[src/cil_defs.svh]
`ifndef CIL_DEFS_SVH
`define CIL_DEFS_SVH

// Bus widths
`define CIL_AW 12
`define CIL_DW 32
`define CIL_TMR_W 32
`define CIL_NSTK 3

// Register byte addresses
`define CIL_ADDR_LATCH 12'h000
`define CIL_ADDR_STATUS 12'h004
`define CIL_ADDR_CLEAR 12'h008
`define CIL_ADDR_ENABLE 12'h00C

// Latch register bit positions
`define CIL_BIT_STACK 7
`define CIL_BIT_BADADDR 8
`define CIL_BIT_CH3 9
`define CIL_BIT_CH4 10
`define CIL_BIT_TMR_HI 11
`define CIL_BIT_TMR_LO 20

// Implemented latch bits and reset values
`define CIL_LATCH_MASK 32'h0010_0F80
`define CIL_LATCH_RST 32'h0000_0000
`define CIL_EV_RST 6'h00

// Event layout of status, clear and enable registers
`define CIL_EV_NUM 6
`define CIL_EV_TMR_HI 0
`define CIL_EV_TMR_LO 1
`define CIL_EV_CH4 2
`define CIL_EV_CH3 3
`define CIL_EV_BAD 4
`define CIL_EV_STK 5

// Bus responses and timer values
`define CIL_RESP_OKAY 2'h0
`define CIL_RESP_SLVERR 2'h2
`define CIL_TMR_ONE 32'h0000_0001
`define CIL_TMR_ZERO 32'h0000_0000

`endif

[src/cil_pkg.sv]
`include "cil_defs.svh"

package cil_pkg;
  // Write channel state, Gray along idle, apply, respond
  typedef enum logic [1:0] {WR_IDLE = 2'h0, WR_APPLY = 2'h1, WR_RESP = 2'h3} cil_wr_state_type;
  // Read channel state
  typedef enum logic {RD_IDLE = 1'h0, RD_RESP = 1'h1} cil_rd_state_type;
  // Access size of a data move
  typedef enum logic [1:0] {SZ_BYTE, SZ_SHORT, SZ_NORMAL, SZ_LONG} cil_size_type;
  // Address space of an address or index register
  typedef enum logic [1:0] {SP_BYTE, SP_SHORT, SP_NORMAL, SP_LONG} cil_space_type;
  // Option carried by a modify instruction
  typedef enum logic [1:0] {MOD_PLAIN, MOD_SHORT_WORD, MOD_NORMAL_WORD} cil_modopt_type;

  // Event decoder state
  typedef struct packed {
    logic [`CIL_TMR_W-1:0] timer_count_value;
    logic [`CIL_EV_NUM-1:0] ev;
  } cil_dec_state_type;

  // Interrupt status block state
  typedef struct packed {
    logic [`CIL_EV_NUM-1:0] sts;
    logic [`CIL_EV_NUM-1:0] en;
    logic irq;
  } cil_irq_state_type;

  // Top level state: bus slave and latch register
  typedef struct packed {
    cil_wr_state_type wst;
    logic aw_got;
    logic w_got;
    logic [`CIL_AW-1:0] waddr;
    logic [`CIL_DW-1:0] wdata;
    logic [3:0] wstrb;
    logic [1:0] bresp;
    cil_rd_state_type rst;
    logic [`CIL_DW-1:0] rdata;
    logic [1:0] rresp;
    logic [`CIL_DW-1:0] latch;
  } cil_top_state_type;
endpackage

[src/cil_if.sv]
`timescale 1ns/1ps
`include "cil_defs.svh"

// Event pulses from the decoder
interface cil_evt_if;
  logic [`CIL_EV_NUM-1:0] ev;
  modport source(output ev);
  modport sink(input ev);
endinterface

// Status, clear and enable access for the interrupt block
interface cil_irq_if;
  logic clr_wr;
  logic en_wr;
  logic [7:0] wbyte;
  logic [`CIL_EV_NUM-1:0] sts;
  logic [`CIL_EV_NUM-1:0] en;
  logic irq;
  modport regs(output clr_wr, output en_wr, output wbyte, input sts, input en, input irq);
  modport ctrl(input clr_wr, input en_wr, input wbyte, output sts, output en, output irq);
endinterface

[src/cil_event_decode.sv]
`timescale 1ns/1ps
`include "cil_defs.svh"

module cil_event_decode (
  // Clock and reset
  input wire logic sys_clk_in,
  input wire logic rst_b_in,
  // Core timer
  input wire logic [`CIL_TMR_W-1:0] timer_count_value_in,
  // Filter channels
  input wire logic filter_ch3_done_in,
  input wire logic filter_ch4_done_in,
  // Address generators
  input wire logic access_valid_in,
  input wire cil_pkg::cil_size_type access_size_in,
  input wire cil_pkg::cil_space_type access_space_in,
  input wire logic modify_valid_in,
  input wire cil_pkg::cil_modopt_type modify_option_in,
  input wire cil_pkg::cil_space_type modify_space_in,
  // Sequencer stacks
  input wire logic [`CIL_NSTK-1:0] stack_overflow_in,
  input wire logic [`CIL_NSTK-1:0] stack_full_in,
  // Event pulses out
  cil_evt_if.source evt
);
  cil_pkg::cil_dec_state_type s_q; // Registered state
  cil_pkg::cil_dec_state_type s_d; // Next state
  logic expiry; // Timer stepped from one to zero

  // Decode every source into one registered pulse per event
  always_comb begin
    s_d = s_q;
    s_d.timer_count_value = timer_count_value_in;
    expiry = (s_q.timer_count_value == `CIL_TMR_ONE) && (timer_count_value_in == `CIL_TMR_ZERO);
    s_d.ev[`CIL_EV_TMR_HI] = expiry;
    s_d.ev[`CIL_EV_TMR_LO] = expiry;
    s_d.ev[`CIL_EV_CH4] = filter_ch4_done_in;
    s_d.ev[`CIL_EV_CH3] = filter_ch3_done_in;
    s_d.ev[`CIL_EV_BAD] =
      (access_valid_in && (access_size_in == cil_pkg::SZ_BYTE ||
        access_size_in == cil_pkg::SZ_SHORT) && access_space_in != cil_pkg::SP_BYTE) ||
      (modify_valid_in && modify_option_in == cil_pkg::MOD_SHORT_WORD &&
        modify_space_in != cil_pkg::SP_BYTE) ||
      (modify_valid_in && modify_option_in == cil_pkg::MOD_NORMAL_WORD &&
        (modify_space_in == cil_pkg::SP_LONG || modify_space_in == cil_pkg::SP_SHORT));
    s_d.ev[`CIL_EV_STK] = |(stack_overflow_in | stack_full_in);
  end

  // State register
  always_ff @(posedge sys_clk_in or negedge rst_b_in) begin
    if (!rst_b_in) begin
      s_q <= '0;
    end else begin
      s_q <= s_d;
    end
  end

  assign evt.ev = s_q.ev;
endmodule

[src/cil_irq_ctrl.sv]
`timescale 1ns/1ps
`include "cil_defs.svh"

module cil_irq_ctrl (
  // Clock and reset
  input wire logic sys_clk_in,
  input wire logic rst_b_in,
  // Events in
  cil_evt_if.sink evt,
  // Register access
  cil_irq_if.ctrl irq_bus
);
  cil_pkg::cil_irq_state_type s_q; // Registered state
  cil_pkg::cil_irq_state_type s_d; // Next state

  // Sticky status, write-one-to-clear, set beats clear
  always_comb begin
    s_d = s_q;
    if (irq_bus.clr_wr) begin
      s_d.sts = s_q.sts & ~irq_bus.wbyte[`CIL_EV_NUM-1:0];
    end
    s_d.sts = s_d.sts | evt.ev;
    if (irq_bus.en_wr) begin
      s_d.en = irq_bus.wbyte[`CIL_EV_NUM-1:0];
    end
    s_d.irq = |(s_d.sts & s_d.en);
  end

  // State register
  always_ff @(posedge sys_clk_in or negedge rst_b_in) begin
    if (!rst_b_in) begin
      s_q <= '{sts: `CIL_EV_RST, en: `CIL_EV_RST, irq: 1'b0};
    end else begin
      s_q <= s_d;
    end
  end

  assign irq_bus.sts = s_q.sts;
  assign irq_bus.en = s_q.en;
  assign irq_bus.irq = s_q.irq;
endmodule

[src/cil_top.sv]
`timescale 1ns/1ps
`include "cil_defs.svh"

//Contract
// - High-priority timer latch sits at bit 11
// - Timer count reaching zero sets high latch
// - Same expiry also sets low-priority timer latch
// - Fourth filter channel done sets bit 10
// - Third filter channel done sets bit 9
// - Byte/short access outside byte space sets bit 8
// - Short-word modify, non-byte index sets bit 8
// - Normal-word modify, long/short index sets bit 8
// - Any stack overflow or full sets bit 7
module cil_top (
  // Clock and reset
  input wire logic sys_clk_in,
  input wire logic rst_b_in,
  // AXI4-Lite write address
  input wire logic [`CIL_AW-1:0] axi_awaddr_in,
  input wire logic [2:0] axi_awprot_in,
  input wire logic axi_awvalid_in,
  output logic axi_awready_out,
  // AXI4-Lite write data
  input wire logic [`CIL_DW-1:0] axi_wdata_in,
  input wire logic [3:0] axi_wstrb_in,
  input wire logic axi_wvalid_in,
  output logic axi_wready_out,
  // AXI4-Lite write response
  output logic [1:0] axi_bresp_out,
  output logic axi_bvalid_out,
  input wire logic axi_bready_in,
  // AXI4-Lite read address
  input wire logic [`CIL_AW-1:0] axi_araddr_in,
  input wire logic [2:0] axi_arprot_in,
  input wire logic axi_arvalid_in,
  output logic axi_arready_out,
  // AXI4-Lite read data
  output logic [`CIL_DW-1:0] axi_rdata_out,
  output logic [1:0] axi_rresp_out,
  output logic axi_rvalid_out,
  input wire logic axi_rready_in,
  // Core timer
  input wire logic [`CIL_TMR_W-1:0] timer_count_value_in,
  // Filter channels
  input wire logic filter_ch3_done_in,
  input wire logic filter_ch4_done_in,
  // Address generators
  input wire logic access_valid_in,
  input wire cil_pkg::cil_size_type access_size_in,
  input wire cil_pkg::cil_space_type access_space_in,
  input wire logic modify_valid_in,
  input wire cil_pkg::cil_modopt_type modify_option_in,
  input wire cil_pkg::cil_space_type modify_space_in,
  // Sequencer stacks
  input wire logic [`CIL_NSTK-1:0] stack_overflow_in,
  input wire logic [`CIL_NSTK-1:0] stack_full_in,
  // Per-bit latch outputs
  output logic timer_expiry_high_prio_latch_out,
  output logic timer_expiry_low_prio_latch_out,
  output logic filter_ch4_done_latch_out,
  output logic filter_ch3_done_latch_out,
  output logic bad_address_latch_out,
  output logic stack_overflow_latch_out,
  // Interrupt
  output logic irq_out
);

  // Registered state of the slave and latch register
  cil_pkg::cil_top_state_type s_q;
  // Next value of that state
  cil_pkg::cil_top_state_type s_d;

  // Event pulses from the decoder
  cil_evt_if evt();
  // Status and enable access
  cil_irq_if irq_bus();

  // Byte lane mask built from the held strobes
  logic [`CIL_DW-1:0] wmask;
  // Write address handshake this cycle
  logic aw_hs;
  // Write data handshake this cycle
  logic w_hs;
  // Held write is being applied this cycle
  logic wr_apply;
  // Held write address decodes
  logic wr_latch;
  logic wr_status;
  logic wr_clear;
  logic wr_enable;
  // Held write address is mapped
  logic wr_mapped;
  // Event set vector aligned to the latch register
  logic [`CIL_DW-1:0] ev_set;
  // Read data chosen for the read address
  logic [`CIL_DW-1:0] rd_mux;
  // Read address is mapped
  logic rd_mapped;

  // Source decoding lives in its own block
  cil_event_decode u_dec (
    .sys_clk_in(sys_clk_in),
    .rst_b_in(rst_b_in),
    .timer_count_value_in(timer_count_value_in),
    .filter_ch3_done_in(filter_ch3_done_in),
    .filter_ch4_done_in(filter_ch4_done_in),
    .access_valid_in(access_valid_in),
    .access_size_in(access_size_in),
    .access_space_in(access_space_in),
    .modify_valid_in(modify_valid_in),
    .modify_option_in(modify_option_in),
    .modify_space_in(modify_space_in),
    .stack_overflow_in(stack_overflow_in),
    .stack_full_in(stack_full_in),
    .evt(evt.source)
  );

  // Sticky status, enable and interrupt output
  cil_irq_ctrl u_irq (
    .sys_clk_in(sys_clk_in),
    .rst_b_in(rst_b_in),
    .evt(evt.sink),
    .irq_bus(irq_bus.ctrl)
  );

  // Expand each write strobe to its byte lane
  genvar gi;
  generate
    for (gi = 0; gi < 4; gi++) begin : g_lane
      assign wmask[8*gi +: 8] = {8{s_q.wstrb[gi]}};
    end
  endgenerate

  // Map decoder events onto their latch positions
  always_comb begin
    ev_set = '0;
    ev_set[`CIL_BIT_TMR_HI] = evt.ev[`CIL_EV_TMR_HI];
    ev_set[`CIL_BIT_TMR_LO] = evt.ev[`CIL_EV_TMR_LO];
    ev_set[`CIL_BIT_CH4] = evt.ev[`CIL_EV_CH4];
    ev_set[`CIL_BIT_CH3] = evt.ev[`CIL_EV_CH3];
    ev_set[`CIL_BIT_BADADDR] = evt.ev[`CIL_EV_BAD];
    ev_set[`CIL_BIT_STACK] = evt.ev[`CIL_EV_STK];
  end

  // Handshakes and decode of the held write
  always_comb begin
    aw_hs = axi_awvalid_in && axi_awready_out;
    w_hs = axi_wvalid_in && axi_wready_out;
    wr_apply = (s_q.wst == cil_pkg::WR_APPLY);
    wr_latch = (s_q.waddr == `CIL_ADDR_LATCH);
    wr_status = (s_q.waddr == `CIL_ADDR_STATUS);
    wr_clear = (s_q.waddr == `CIL_ADDR_CLEAR);
    wr_enable = (s_q.waddr == `CIL_ADDR_ENABLE);
    wr_mapped = wr_latch || wr_status || wr_clear || wr_enable;
  end

  // Read data multiplexer; clear register reads zero
  always_comb begin
    rd_mux = '0;
    rd_mapped = 1'b1;
    case (axi_araddr_in)
      `CIL_ADDR_LATCH: begin
        rd_mux = s_q.latch;
      end
      `CIL_ADDR_STATUS: begin
        rd_mux[`CIL_EV_NUM-1:0] = irq_bus.sts;
      end
      `CIL_ADDR_CLEAR: begin
        rd_mux = '0;
      end
      `CIL_ADDR_ENABLE: begin
        rd_mux[`CIL_EV_NUM-1:0] = irq_bus.en;
      end
      default: begin
        rd_mapped = 1'b0;
      end
    endcase
  end

  // Only the low byte reaches the status block when its lane is on
  assign irq_bus.wbyte = s_q.wdata[7:0];
  // Clear register: write ones to drop status bits
  assign irq_bus.clr_wr = wr_apply && wr_clear && s_q.wstrb[0];
  // Enable register: replaced whole from the low byte
  assign irq_bus.en_wr = wr_apply && wr_enable && s_q.wstrb[0];

  // Ready while idle and that half is not yet held
  assign axi_awready_out = (s_q.wst == cil_pkg::WR_IDLE) && !s_q.aw_got;
  assign axi_wready_out = (s_q.wst == cil_pkg::WR_IDLE) && !s_q.w_got;
  // Response valid comes straight from the state
  assign axi_bvalid_out = (s_q.wst == cil_pkg::WR_RESP);
  assign axi_bresp_out = s_q.bresp;
  // Read address taken only while no read data waits
  assign axi_arready_out = (s_q.rst == cil_pkg::RD_IDLE);
  assign axi_rvalid_out = (s_q.rst == cil_pkg::RD_RESP);
  assign axi_rdata_out = s_q.rdata;
  assign axi_rresp_out = s_q.rresp;

  // Next state of slave and latch register
  always_comb begin
    s_d = s_q;

    // Catch address and data in either order
    if (aw_hs) begin
      s_d.aw_got = 1'b1;
      s_d.waddr = axi_awaddr_in;
    end
    if (w_hs) begin
      s_d.w_got = 1'b1;
      s_d.wdata = axi_wdata_in;
      s_d.wstrb = axi_wstrb_in;
    end

    // Write channel sequence
    case (s_q.wst)
      cil_pkg::WR_IDLE: begin
        // Both halves held: apply in the next cycle
        if (s_q.aw_got && s_q.w_got) begin
          s_d.wst = cil_pkg::WR_APPLY;
        end
      end
      cil_pkg::WR_APPLY: begin
        // Effect lands this cycle, answer follows
        s_d.aw_got = 1'b0;
        s_d.w_got = 1'b0;
        s_d.bresp = wr_mapped ? `CIL_RESP_OKAY : `CIL_RESP_SLVERR;
        s_d.wst = cil_pkg::WR_RESP;
      end
      cil_pkg::WR_RESP: begin
        // Hold the response until the master takes it
        if (axi_bready_in) begin
          s_d.wst = cil_pkg::WR_IDLE;
        end
      end
      default: begin
        s_d.wst = cil_pkg::WR_IDLE;
      end
    endcase

    // Read channel sequence
    case (s_q.rst)
      cil_pkg::RD_IDLE: begin
        // Capture data and answer one cycle later
        if (axi_arvalid_in) begin
          s_d.rdata = rd_mux;
          s_d.rresp = rd_mapped ? `CIL_RESP_OKAY : `CIL_RESP_SLVERR;
          s_d.rst = cil_pkg::RD_RESP;
        end
      end
      cil_pkg::RD_RESP: begin
        // Hold data until the master takes it
        if (axi_rready_in) begin
          s_d.rst = cil_pkg::RD_IDLE;
        end
      end
      default: begin
        s_d.rst = cil_pkg::RD_IDLE;
      end
    endcase

    // Software write sets or clears the covered bits by lane
    if (wr_apply && wr_latch) begin
      s_d.latch = (s_q.latch & ~(wmask & `CIL_LATCH_MASK)) |
                  (s_q.wdata & wmask & `CIL_LATCH_MASK);
    end
    // Bits hold otherwise; a new event wins over a clearing write
    s_d.latch = (s_d.latch | ev_set) & `CIL_LATCH_MASK;
  end

  // State register
  always_ff @(posedge sys_clk_in or negedge rst_b_in) begin
    if (!rst_b_in) begin
      s_q <= '{wst: cil_pkg::WR_IDLE, aw_got: 1'b0, w_got: 1'b0,
               waddr: '0, wdata: '0, wstrb: '0, bresp: `CIL_RESP_OKAY,
               rst: cil_pkg::RD_IDLE, rdata: '0, rresp: `CIL_RESP_OKAY,
               latch: `CIL_LATCH_RST};
    end else begin
      s_q <= s_d;
    end
  end

  // Per-bit latch outputs to the rest of the interrupt unit
  assign timer_expiry_high_prio_latch_out = s_q.latch[`CIL_BIT_TMR_HI];
  assign timer_expiry_low_prio_latch_out = s_q.latch[`CIL_BIT_TMR_LO];
  assign filter_ch4_done_latch_out = s_q.latch[`CIL_BIT_CH4];
  assign filter_ch3_done_latch_out = s_q.latch[`CIL_BIT_CH3];
  assign bad_address_latch_out = s_q.latch[`CIL_BIT_BADADDR];
  assign stack_overflow_latch_out = s_q.latch[`CIL_BIT_STACK];

  // Interrupt level comes from a flip-flop in the status block
  assign irq_out = irq_bus.irq;

endmodule

[config.mk]
export PLATFORM = sky130hd
export DESIGN_NAME = cil_top
export DESIGN_NICKNAME = d
export VERILOG_FILES = /design/src/cil_pkg.sv /design/src/cil_if.sv /design/src/cil_event_decode.sv /design/src/cil_irq_ctrl.sv /design/src/cil_top.sv
export VERILOG_INCLUDE_DIRS = /design/src /design/src/src
export SDC_FILE = /design/constraint.sdc
export NUM_CORES = 1
export LEC_CHECK = 0
export ABC_AREA = 1
export BUFFER_PORTS_ARGS = -buffer_cell sky130_fd_sc_hd__buf_2
export CELL_PAD_IN_SITES_DETAIL_PLACEMENT = 2
export CELL_PAD_IN_SITES_GLOBAL_PLACEMENT = 2
export CORE_MARGIN = 2
export CORE_UTILIZATION = 31
export CTS_BUF_LIST = sky130_fd_sc_hd__clkbuf_2
export CTS_CLUSTER_DIAMETER = 200
export DETAILED_ROUTE_END_ITERATION = 10
export PLACE_DENSITY = 0.94
export SYNTH_ARGS = -nofsm -noshare
export SYNTH_HDL_FRONTEND = slang
export SYNTH_HIERARCHICAL = 1
export SYNTH_SLANG_ARGS = --single-unit
[constraint.sdc]
create_clock -name sys_clk_in -period 5.5 [get_ports sys_clk_in]
set_input_delay 0.275 -clock sys_clk_in [delete_from_list [all_inputs] [get_ports sys_clk_in]]
set_output_delay 0.275 -clock sys_clk_in [all_outputs]
set_load 0.005 [all_outputs]
==> impl_metrics.ini, run 1 <==
[status]
status = finished, final reports clean

[hold_path]
hold_start = axi_arvalid_in
hp-class = primary input to flip-flop

[sta]
maxSlewHeadroom_pct = 28.6
tns_ps = 0
fin_skew_ps = 59.2
final.period_utilization_pct = 50.2
maxSlewViolCount = 0
min_period_ps = 2760
setup_slack_ps = 2740
rsz0062_at_grt = false
worstMarginPinSlew_ps = 1060
hold_violations = 0
setup_violations = 0
fmax_mhz = 362

[clocking]
ctsHtreeMaxLevel = 3
numCtsBuffers = 9
ctsLongestPathBuffers = 2
clock-sinks = 102
clock_latency_ps = 630
root_buffer = clkbuf_2
clkTransAtPathRegs_ps = 300
post_cts_buffers = 0
cts_tree = done

[setup_path]
critPathKind = flip-flop to flip-flop
crit_path_start = s_q[106]
reg2reg_setup_slack_ps = 2740
required_ps = 6030
cp-end-kind = flip-flop
start_kind = flip-flop
reg2reg_from = s_q[106]
cp_max_fo = 7
reg2reg_to = u_irq/irq_bus.irq
crit_end = u_irq/irq_bus.irq
r2r_cells = 11
arrival_ps = 3290

[grt]
grt_max_degree = 53
antenna_found_initial = 5
grt_pass1_wl_um = 26300
grt_overflow = 0
grt.total_usage_pct = 21.4
grt_pass1_vias = 4942

[placement]
dp_hpwl_um = 10300
dp.cells = 831
place.gp.congestion = 0.747
portBuffers = 120
post-place-ws_ps = 3010

[floorplanning]
initial_core_util_pct = 31.3
ios = 171
die_area_mm2 = 0.0162
die_h_um = 127
core-area_mm2 = 0.0150
fp-row-count = 45
die_w_um = 127

[drt]
wirelength_um = 16500
via_per_inst = 4.55
vias = 4277
firstDrtPassIters = 4
antenna_left = 0
route.detailed.drc = 0
wl_per_cell_um = 17.5
first_iter_violations = 101

[logic_synthesis]
synth.avg_cell_area_um2 = 8.48
ys.warnings.count = 6
netlist_area_mm2 = 0.00470
syn_inst = 554

[power_and_ir_drop]
p_clk_share_pct = 19.0
swShare_pct = 38.4
combPwrFrac_pct = 30.0
cellLeakagePower_nw = 3.31
power.density_mw_per_mm2 = 312
internal-power_w = 0.00120
p_sw_w = 0.000749
seqPwrFrac_pct = 51.0
max-vdd-ir-drop_mv = 0.140

[layout]
syn_to_final_growth_pct = 32.9
instances_no_fill = 941
fillers = 1670
layout-drive-gt1-share_pct = 21.3
final_common_cell = nand2_1
final_cell_mix = nand2_1, buf_2, dfrtp_1
fin_util_pct = 41.5
nets = 866

[job]
max_cap_violations = 0
[worst min-delay path by stage]
stage	end	slack, ps	depth (start not counted)
2_1_floorplan	axi_bresp_out[1]	-20	0
3_3_place_gp	axi_rvalid_out	340	1
3_5_place_dp	axi_rdata_out[7]	360	1
4_1_cts	s_q[81]	2	3
5_1_grt	axi_rdata_out[0]	50	4
6_report	axi_rvalid_out	50	3
[critical path, stage by stage (launching register included)]
cell and delay, ps:
dfrtp_1 460, or2_4 290, nor2_1 200, nand4_1 190, nor3_1 850, inv_2 190
nand2_1 150, nand2_2 60, nand2_1 60, nand2_1 50, nor2_1 120, nand2_1 70
[flip-flops by register name, indices dropped and copies added, names as in the netlist]
name,count
u_irq/irq_bus.irq,1
filter_ch3_done_latch_out,1
u_irq/irq_bus.sts,6
axi_rdata_out,12
u_dec/evt.ev,5
timer_expiry_high_prio_latch_out,1
filter_ch4_done_latch_out,1
u_irq/irq_bus.en,6
bad_address_latch_out,1
stack_overflow_latch_out,1
irq_bus.wbyte,7
axi_rresp_out,1
u_dec/s_q,32
axi_rvalid_out,1
timer_expiry_low_prio_latch_out,1
s_q,24
axi_bresp_out,1
[what timing repair did]
action | in CTS | in global routing
endpoints found under the hold margin | 118 | 1
gates resized for setup | 0 | 0
hold buffers | 88 | 1
[power by group through the flow]
stage | clock network, W | registers [W] | logic (W)
after global routing | 0.000413 | 0.00101 | 0.000655
after global placement | 0 | 0.000982 | 0.000440
final | 0.000371 | 0.000995 | 0.000584
after detailed placement | 0 | 0.00100 | 0.000478
after CTS | 0.000384 | 0.000985 | 0.000548
after floorplan | 0 | 0.000960 | 0.000358
[per-stage QoR]
step / cell area [µm²] / hold slack (ps) / total power [W]
final: 6250 / 48.9 / 0.00195
after global routing: 6250 / 51.4 / 0.00208
after CTS: 6220 / 1.71 / 0.00192
after detailed placement: 5230 / 362 / 0.00148
after global placement: 5230 / 336 / 0.00142
after floorplan: 4780 / -20.6 / 0.00132
[cell type report]
cell class                      instances  area [µm²]  area share (%)
Antenna cell                            5        12.5           0.200
Clock buffer                            9        45.0           0.721
Clock inverter                          7        65.1            1.04
Inverter                               68         255            4.09
Multi-Input combinational cell        352        1580            25.3
Sequential cell                       102        2550            40.9
Tap cell                              188         235            3.77
Timing Repair Buffer                  210        1500            24.0
[routing by layer]
metal | vias up | track usage, % | share of wire (%)
met4 | 0 | 7.95 | 2.0
met1 | 2139 | 22.1 | 37
li1 | 2017 | - | -
met2 | 101 | 42.7 | 58
met5 | - | 0 | 0
met3 | 20 | 3.64 | 3.2
No activity file was read; power rests on OpenSTA's default activity.
==> inputs of run 2 (changes only) <==
--- a/config.mk
+++ b/config.mk
@@ -11,11 +11,11 @@
 export CELL_PAD_IN_SITES_DETAIL_PLACEMENT = 2
 export CELL_PAD_IN_SITES_GLOBAL_PLACEMENT = 2
 export CORE_MARGIN = 2
-export CORE_UTILIZATION = 31
+export CORE_UTILIZATION = 26
 export CTS_BUF_LIST = sky130_fd_sc_hd__clkbuf_2
 export CTS_CLUSTER_DIAMETER = 200
 export DETAILED_ROUTE_END_ITERATION = 10
-export PLACE_DENSITY = 0.94
+export PLACE_DENSITY = 0.85
 export SYNTH_ARGS = -nofsm -noshare
 export SYNTH_HDL_FRONTEND = slang
 export SYNTH_HIERARCHICAL = 1
==> constraint.sdc (replaced) <==
create_clock -name sys_clk_in -period 2.3 [get_ports sys_clk_in]
set_input_delay 0.115 -clock sys_clk_in [delete_from_list [all_inputs] [get_ports sys_clk_in]]
set_output_delay 0.115 -clock sys_clk_in [all_outputs]
set_load 0.005 [all_outputs]
==> run 2 against run 1 <==
Effect of this change: sequential share of layout area is 3.4 points lower; non-clock buffer count is 47 higher; design area is 9.1% higher; clock-buffer cell count is 1 higher; sequential power is 140% higher; first-iteration DRC count is 7.9% higher; clock power grew to 2.7 times the previous value; clock skew is 18 ps lower; cell count is 9.4% higher; critical path depth is 4 lower; via count is 3.2% higher; combinational power grew to 3.0 times the previous value.
==> impl_metrics.ini, run 2 (synthesis results as in run 1) <==
[power_and_ir_drop]
cellLeakagePower_nw = 3.55
max-vdd-ir-drop_mv = 0.303
power.density_mw_per_mm2 = 752
seqPwrFrac_pct = 46.5
p_sw_w = 0.00184
p_clk_share_pct = 19.6
swShare_pct = 35.9
combPwrFrac_pct = 33.9
internal-power_w = 0.00328

[drt]
antenna_left = 0
first_iter_violations = 109
wirelength_um = 16900
vias = 4415
route.detailed.drc = 0
firstDrtPassIters = 4
wl_per_cell_um = 16.4
via_per_inst = 4.29

[sta]
min_period_ps = 2270
maxSlewHeadroom_pct = 57.6
setup_violations = 0
hold_violations = 0
rsz0062_at_grt = true
worstMarginPinSlew_ps = 635
hold_ws_ps = 99.6
maxSlewViolCount = 0
tns_ps = 0
final.period_utilization_pct = 98.5
fin_skew_ps = 41.6
fmax_mhz = 441
setup_slack_ps = 34.6

[hold_path]
hp-class = primary input to flip-flop
min_path_cells = 6

[placement]
portBuffers = 120
dp_hpwl_um = 9540
post-place-ws_ps = 342
place.gp.congestion = 0.781

[setup_path]
critPathTopFamily = buffers and inverters
critPathKind = flip-flop to flip-flop
cp-end-kind = flip-flop
start_kind = flip-flop
r2r_cells = 7
cp_max_fo = 8
crit_path_cell_trace = nor2_4 -> inv_4 -> nor2_4 -> nand3_1 -> dlygate4sd3_1 -> nand2_1 -> dlygate4sd3_1
cp_slowest_cell = dlygate4sd3_1
required_ps = 2880
crit_buf_inv = 3
critPathMaxStageDelay_ps = 580
cp.depth = 7
arrival_ps = 2850

[layout]
largest_reg_flops = 32
syn_to_final_growth_pct = 45.0
final_cell_mix = nand2_1, dlygate4sd3_1, buf_2
final_common_cell = nand2_1
nets = 914
layout-drive-gt1-share_pct = 21.2
top_register = u_dec/s_q

[clocking]
root_buffer = clkbuf_2
ctsLongestPathBuffers = 2
clock-sinks = 102
clkTransAtPathRegs_ps = 270
clock_latency_ps = 630
cts_tree = done
ctsHtreeMaxLevel = 3
numCtsBuffers = 9

[job]
max_cap_violations = 0

[status]
status = finished, final reports clean

[grt]
grt_overflow = 0
antenna_found_initial = 4
grt_pass1_vias = 5179
grt_pass1_wl_um = 27200
grt_max_degree = 50
grt.total_usage_pct = 18.0

[floorplanning]
core-area_mm2 = 0.0178
die_area_mm2 = 0.0192
die_h_um = 138
die_w_um = 138
fp-row-count = 49
ios = 171
initial_core_util_pct = 26.3
-- run 2: cell count changes in the layout (fill, tap and decap cells not counted), sizes merged, moves of 2 or more --
cell	before	now
dlygate4sd3	89	127
dlymetal6s4s	0	2
buf	121	128
clkinv	5	3
-- run 2: per-layer routing --
layer  share of wire (%)  GRT usage (%)  vias up
met2                  55           34.3      102
met3                 3.9           3.84       24
met4                 2.5           6.77        0
met1                  38           19.3     2173
li1                    -              -     2116
met5                   0              0        -
-- run 2: tightest hold or removal path, delay by kind of cell --
| family | cells | cell delay (ps) |
|---|---|---|
| compound gates | 1 | 90 |
| buf+inv | 1 | 80 |
| simple gates | 4 | 440 |
-- run 2: layout make-up --
class	count	area, µm²
clock buffers	10	50.0
fillers	2013	11000
inverters	68	258
clock inverters	6	83.8
flip-flops and latches	102	2550
diodes	4	10.0
repair buffers	257	1970
well taps	229	287
multi-input cells	353	1600
-- run 2: power groups by stage --
| stage | registers [W] | logic, W | clock network, W |
|---|---|---|---|
| finish | 0.00238 | 0.00174 | 0.00100 |
| global route | 0.00243 | 0.00194 | 0.00111 |
| CTS | 0.00234 | 0.00154 | 0.00105 |
| detailed placement | 0.00238 | 0.00113 | 0 |
| global placement | 0.00235 | 0.00106 | 0 |
| floorplan | 0.00230 | 0.000856 | 0 |
-- run 2: worst paths after layout --
check / from / end / slack, ps
max: s_q[120] / s_q[93] / 30
min: axi_araddr_in[7] / axi_rdata_out[8] / 100
max in group asynchronous: rst_b_in / bad_address_latch_out / 540
min reg2reg: axi_rdata_out[0] / axi_rdata_out[0] / 510
max reg2reg: s_q[120] / s_q[93] / 30
min in group asynchronous: rst_b_in / s_q[119] / 540
-- run 2: metrics by stage --
stage | power (W) | cell area (µm²) | util (%) | cells
6_report | 0.00512 | 6810 | 38.2 | 1029
5_1_grt | 0.00548 | 6810 | 38.2 | 1029
4_1_cts | 0.00493 | 6770 | 37.9 | 1022
3_5_place_dp | 0.00350 | 5310 | 29.8 | 874
3_3_place_gp | 0.00341 | 5310 | 29.8 | 874
2_1_floorplan | 0.00315 | 4780 | - | 575
-- run 2: timing repair --
item	CTS	global route
hold endpoints to repair	177	0
hold buffers	132	0
endpoints found under the setup margin	0	13
resized for setup	0	5
buffers inserted	0	5
==> inputs of run 3 (changes only) <==
--- a/config.mk
+++ b/config.mk
@@ -6,16 +6,15 @@
 export SDC_FILE = /design/constraint.sdc
 export NUM_CORES = 1
 export LEC_CHECK = 0
-export ABC_AREA = 1
 export BUFFER_PORTS_ARGS = -buffer_cell sky130_fd_sc_hd__buf_2
 export CELL_PAD_IN_SITES_DETAIL_PLACEMENT = 2
 export CELL_PAD_IN_SITES_GLOBAL_PLACEMENT = 2
 export CORE_MARGIN = 2
-export CORE_UTILIZATION = 26
+export CORE_UTILIZATION = 28
 export CTS_BUF_LIST = sky130_fd_sc_hd__clkbuf_2
 export CTS_CLUSTER_DIAMETER = 200
 export DETAILED_ROUTE_END_ITERATION = 10
-export PLACE_DENSITY = 0.85
+export PLACE_DENSITY = 0.84
 export SYNTH_ARGS = -nofsm -noshare
 export SYNTH_HDL_FRONTEND = slang
 export SYNTH_HIERARCHICAL = 1
==> run 3 against run 2 <==
Effect of this change: critical path depth stayed put; design area is 14% lower; non-clock buffer count is 37 lower; clock skew is 26 ps lower; clock-buffer cell count stayed put; worst hold slack worse by 36 ps; die area is 16% lower; largest cell class unchanged; clock power is 15% lower; sequential share of layout area is 6.1 points higher; utilization is 2.0 points higher; total power is 14% lower; worst setup slack worse by 6.0 ps.
==> impl_metrics.ini, run 3 <==
[power_and_ir_drop]
cellLeakagePower_nw = 2.77
report.power.total_w = 0.00441
power.density_mw_per_mm2 = 752
max-vdd-ir-drop_mv = 0.360

[clocking]
clock_latency_ps = 590
ctsHtreeMaxLevel = 3
ctsLongestPathBuffers = 2
numCtsBuffers = 9
cts_tree = done
root_buffer = clkbuf_2
clkTransAtPathRegs_ps = 260
clock-sinks = 102

[setup_path]
cp_max_fo = 6
critPathMaxStageDelay_ps = 580
critPathKind = flip-flop to flip-flop
required_ps = 2810
cp-end-kind = flip-flop
cp_slowest_cell = or4b_4
crit_path_cell_trace = or4b_4 -> nor3_4 -> and4_4 -> buf_12 -> mux2_4 -> a22oi_2 -> nand3_1
critPathTopFamily = simple AND/OR/NAND/NOR gates
start_kind = flip-flop
crit_buf_inv = 1
arrival_ps = 2790

[sta]
min_period_ps = 2270
tns_ps = 0
maxSlewViolCount = 0
fin_skew_ps = 15.1
setup_violations = 0
rsz0062_at_grt = false
maxSlewHeadroom_pct = 54.5
final.period_utilization_pct = 98.8
worstMarginPinSlew_ps = 682
fmax_mhz = 440
hold_violations = 0

[grt]
grt_pass1_vias = 3893
grt_max_degree = 55
antenna_found_initial = 0
grt.total_usage_pct = 16.7
grt_pass1_wl_um = 20700
grt_overflow = 0

[floorplanning]
ios = 171
die_area_mm2 = 0.0160
die_w_um = 127
die_h_um = 127
core-area_mm2 = 0.0146
fp-row-count = 44
initial_core_util_pct = 28.8

[logic_synthesis]
ys.warnings.count = 6
netlist_area_mm2 = 0.00421
syn_inst = 328
synth.avg_cell_area_um2 = 12.8

[layout]
final_common_cell = buf_2
layout-drive-gt1-share_pct = 37.8
fin_util_pct = 40.2
nets = 655
syn_to_final_growth_pct = 39.4
largest_reg_flops = 32
final_cell_mix = buf_2, dfrtp_1, dlygate4sd3_1
top_register = u_dec/s_q
instances_no_fill = 721
antenna_cells = 0

[drt]
wl_per_cell_um = 18.1
via_per_inst = 4.47
dr.max_layer_used = met4
met3_length_um = 563
antenna_left = 0
wl_met2_um = 7280
wirelength_um = 13100
firstDrtPassIters = 4
vias = 3221
m1WireLength_um = 4970
route.detailed.drc = 0
first_iter_violations = 59

[hold_path]
hp-class = primary input to asynchronous set/reset pin

[status]
status = finished, final reports clean

[placement]
dp.cells = 622
place.gp.congestion = 0.731
portBuffers = 120
dp_hpwl_um = 8480

[job]
max_cap_violations = 0
[run 3: cell types whose count changed in the layout (fill, tap and decap cells not counted), sizes merged, moves of 4 or more]
cell / delta
nand2: -173
inv: -59
dlygate4sd3: -46
nand3: -40
mux2: +33
nor2: -30
nor4: +21
mux2i: +12
buf: +11
a21o: +8
nand3b: -5
diode: -4
[run 3: layer usage]
layer  vias to the layer above  track usage, %
li1                       1490               -
met1                      1612            17.9
met2                        99            32.4
met3                        20            3.54
met4                         0            5.43
met5                         -               0
[run 3: worst register-to-register path: stages (launching register included)]
cell and delay [ps]:
dfrtp_1 430, or4b_4 580, nor3_4 230, and4_4 260
buf_12 130, mux2_4 310, a22oi_2 180, nand3_1 90
[run 3: worst paths after layout]
path | depth (start not counted) | start | slack [ps] | endpoint
setup / recovery | 7 | s_q[120] | 30 | u_irq/irq_bus.irq
hold / removal | 2 | rst_b_in | 60 | s_q[106]
setup reg to reg | 7 | s_q[120] | 30 | u_irq/irq_bus.irq
hold reg to reg | 2 | axi_rdata_out[3] | 510 | axi_rdata_out[3]
max in group asynchronous | 3 | rst_b_in | 1410 | axi_rdata_out[10]
min in group sys_clk_in | 4 | axi_arvalid_in | 140 | axi_rdata_out[3]
[run 3: metrics by stage]
| step | hold slack (ps) | setup slack, ps | cell area, µm² |
|---|---|---|---|
| after CTS | 8.66 | 5.42 | 5860 |
| after global routing | 42.3 | 3.28 | 5860 |
| after detailed placement | 199 | -136 | 4910 |
| after floorplan | -181 | 73.4 | 4290 |
| final | 63.3 | 28.6 | 5860 |
| after global placement | 181 | -88.6 | 4910 |
[run 3: area by class of cell]
class	count	area [µm²]
fill	1521	8720
timing repair buffer	220	1570
multi-input combinational	190	1370
sequential	102	2550
clock inverter	6	60.1
clock buffer	10	50.0
inverter	9	33.8
tap	184	230
[run 3: timing repair]
action                                  CTS  global route
endpoints found under the hold margin   134             0
endpoints found under the setup margin    1             1
gates cloned                              0             0
hold buffers                             81             0
setup buffers                             1             1
resized for setup                         5             0
pin swaps                                 1             2
[run 3: where the power goes]
| group | switching [W] | internal (W) |
|---|---|---|
| logic | 0.000509 | 0.000690 |
| clock network | 0.000595 | 0.000252 |
| registers | 0.000245 | 0.00212 |
| total | 0.00135 | 0.00306 |
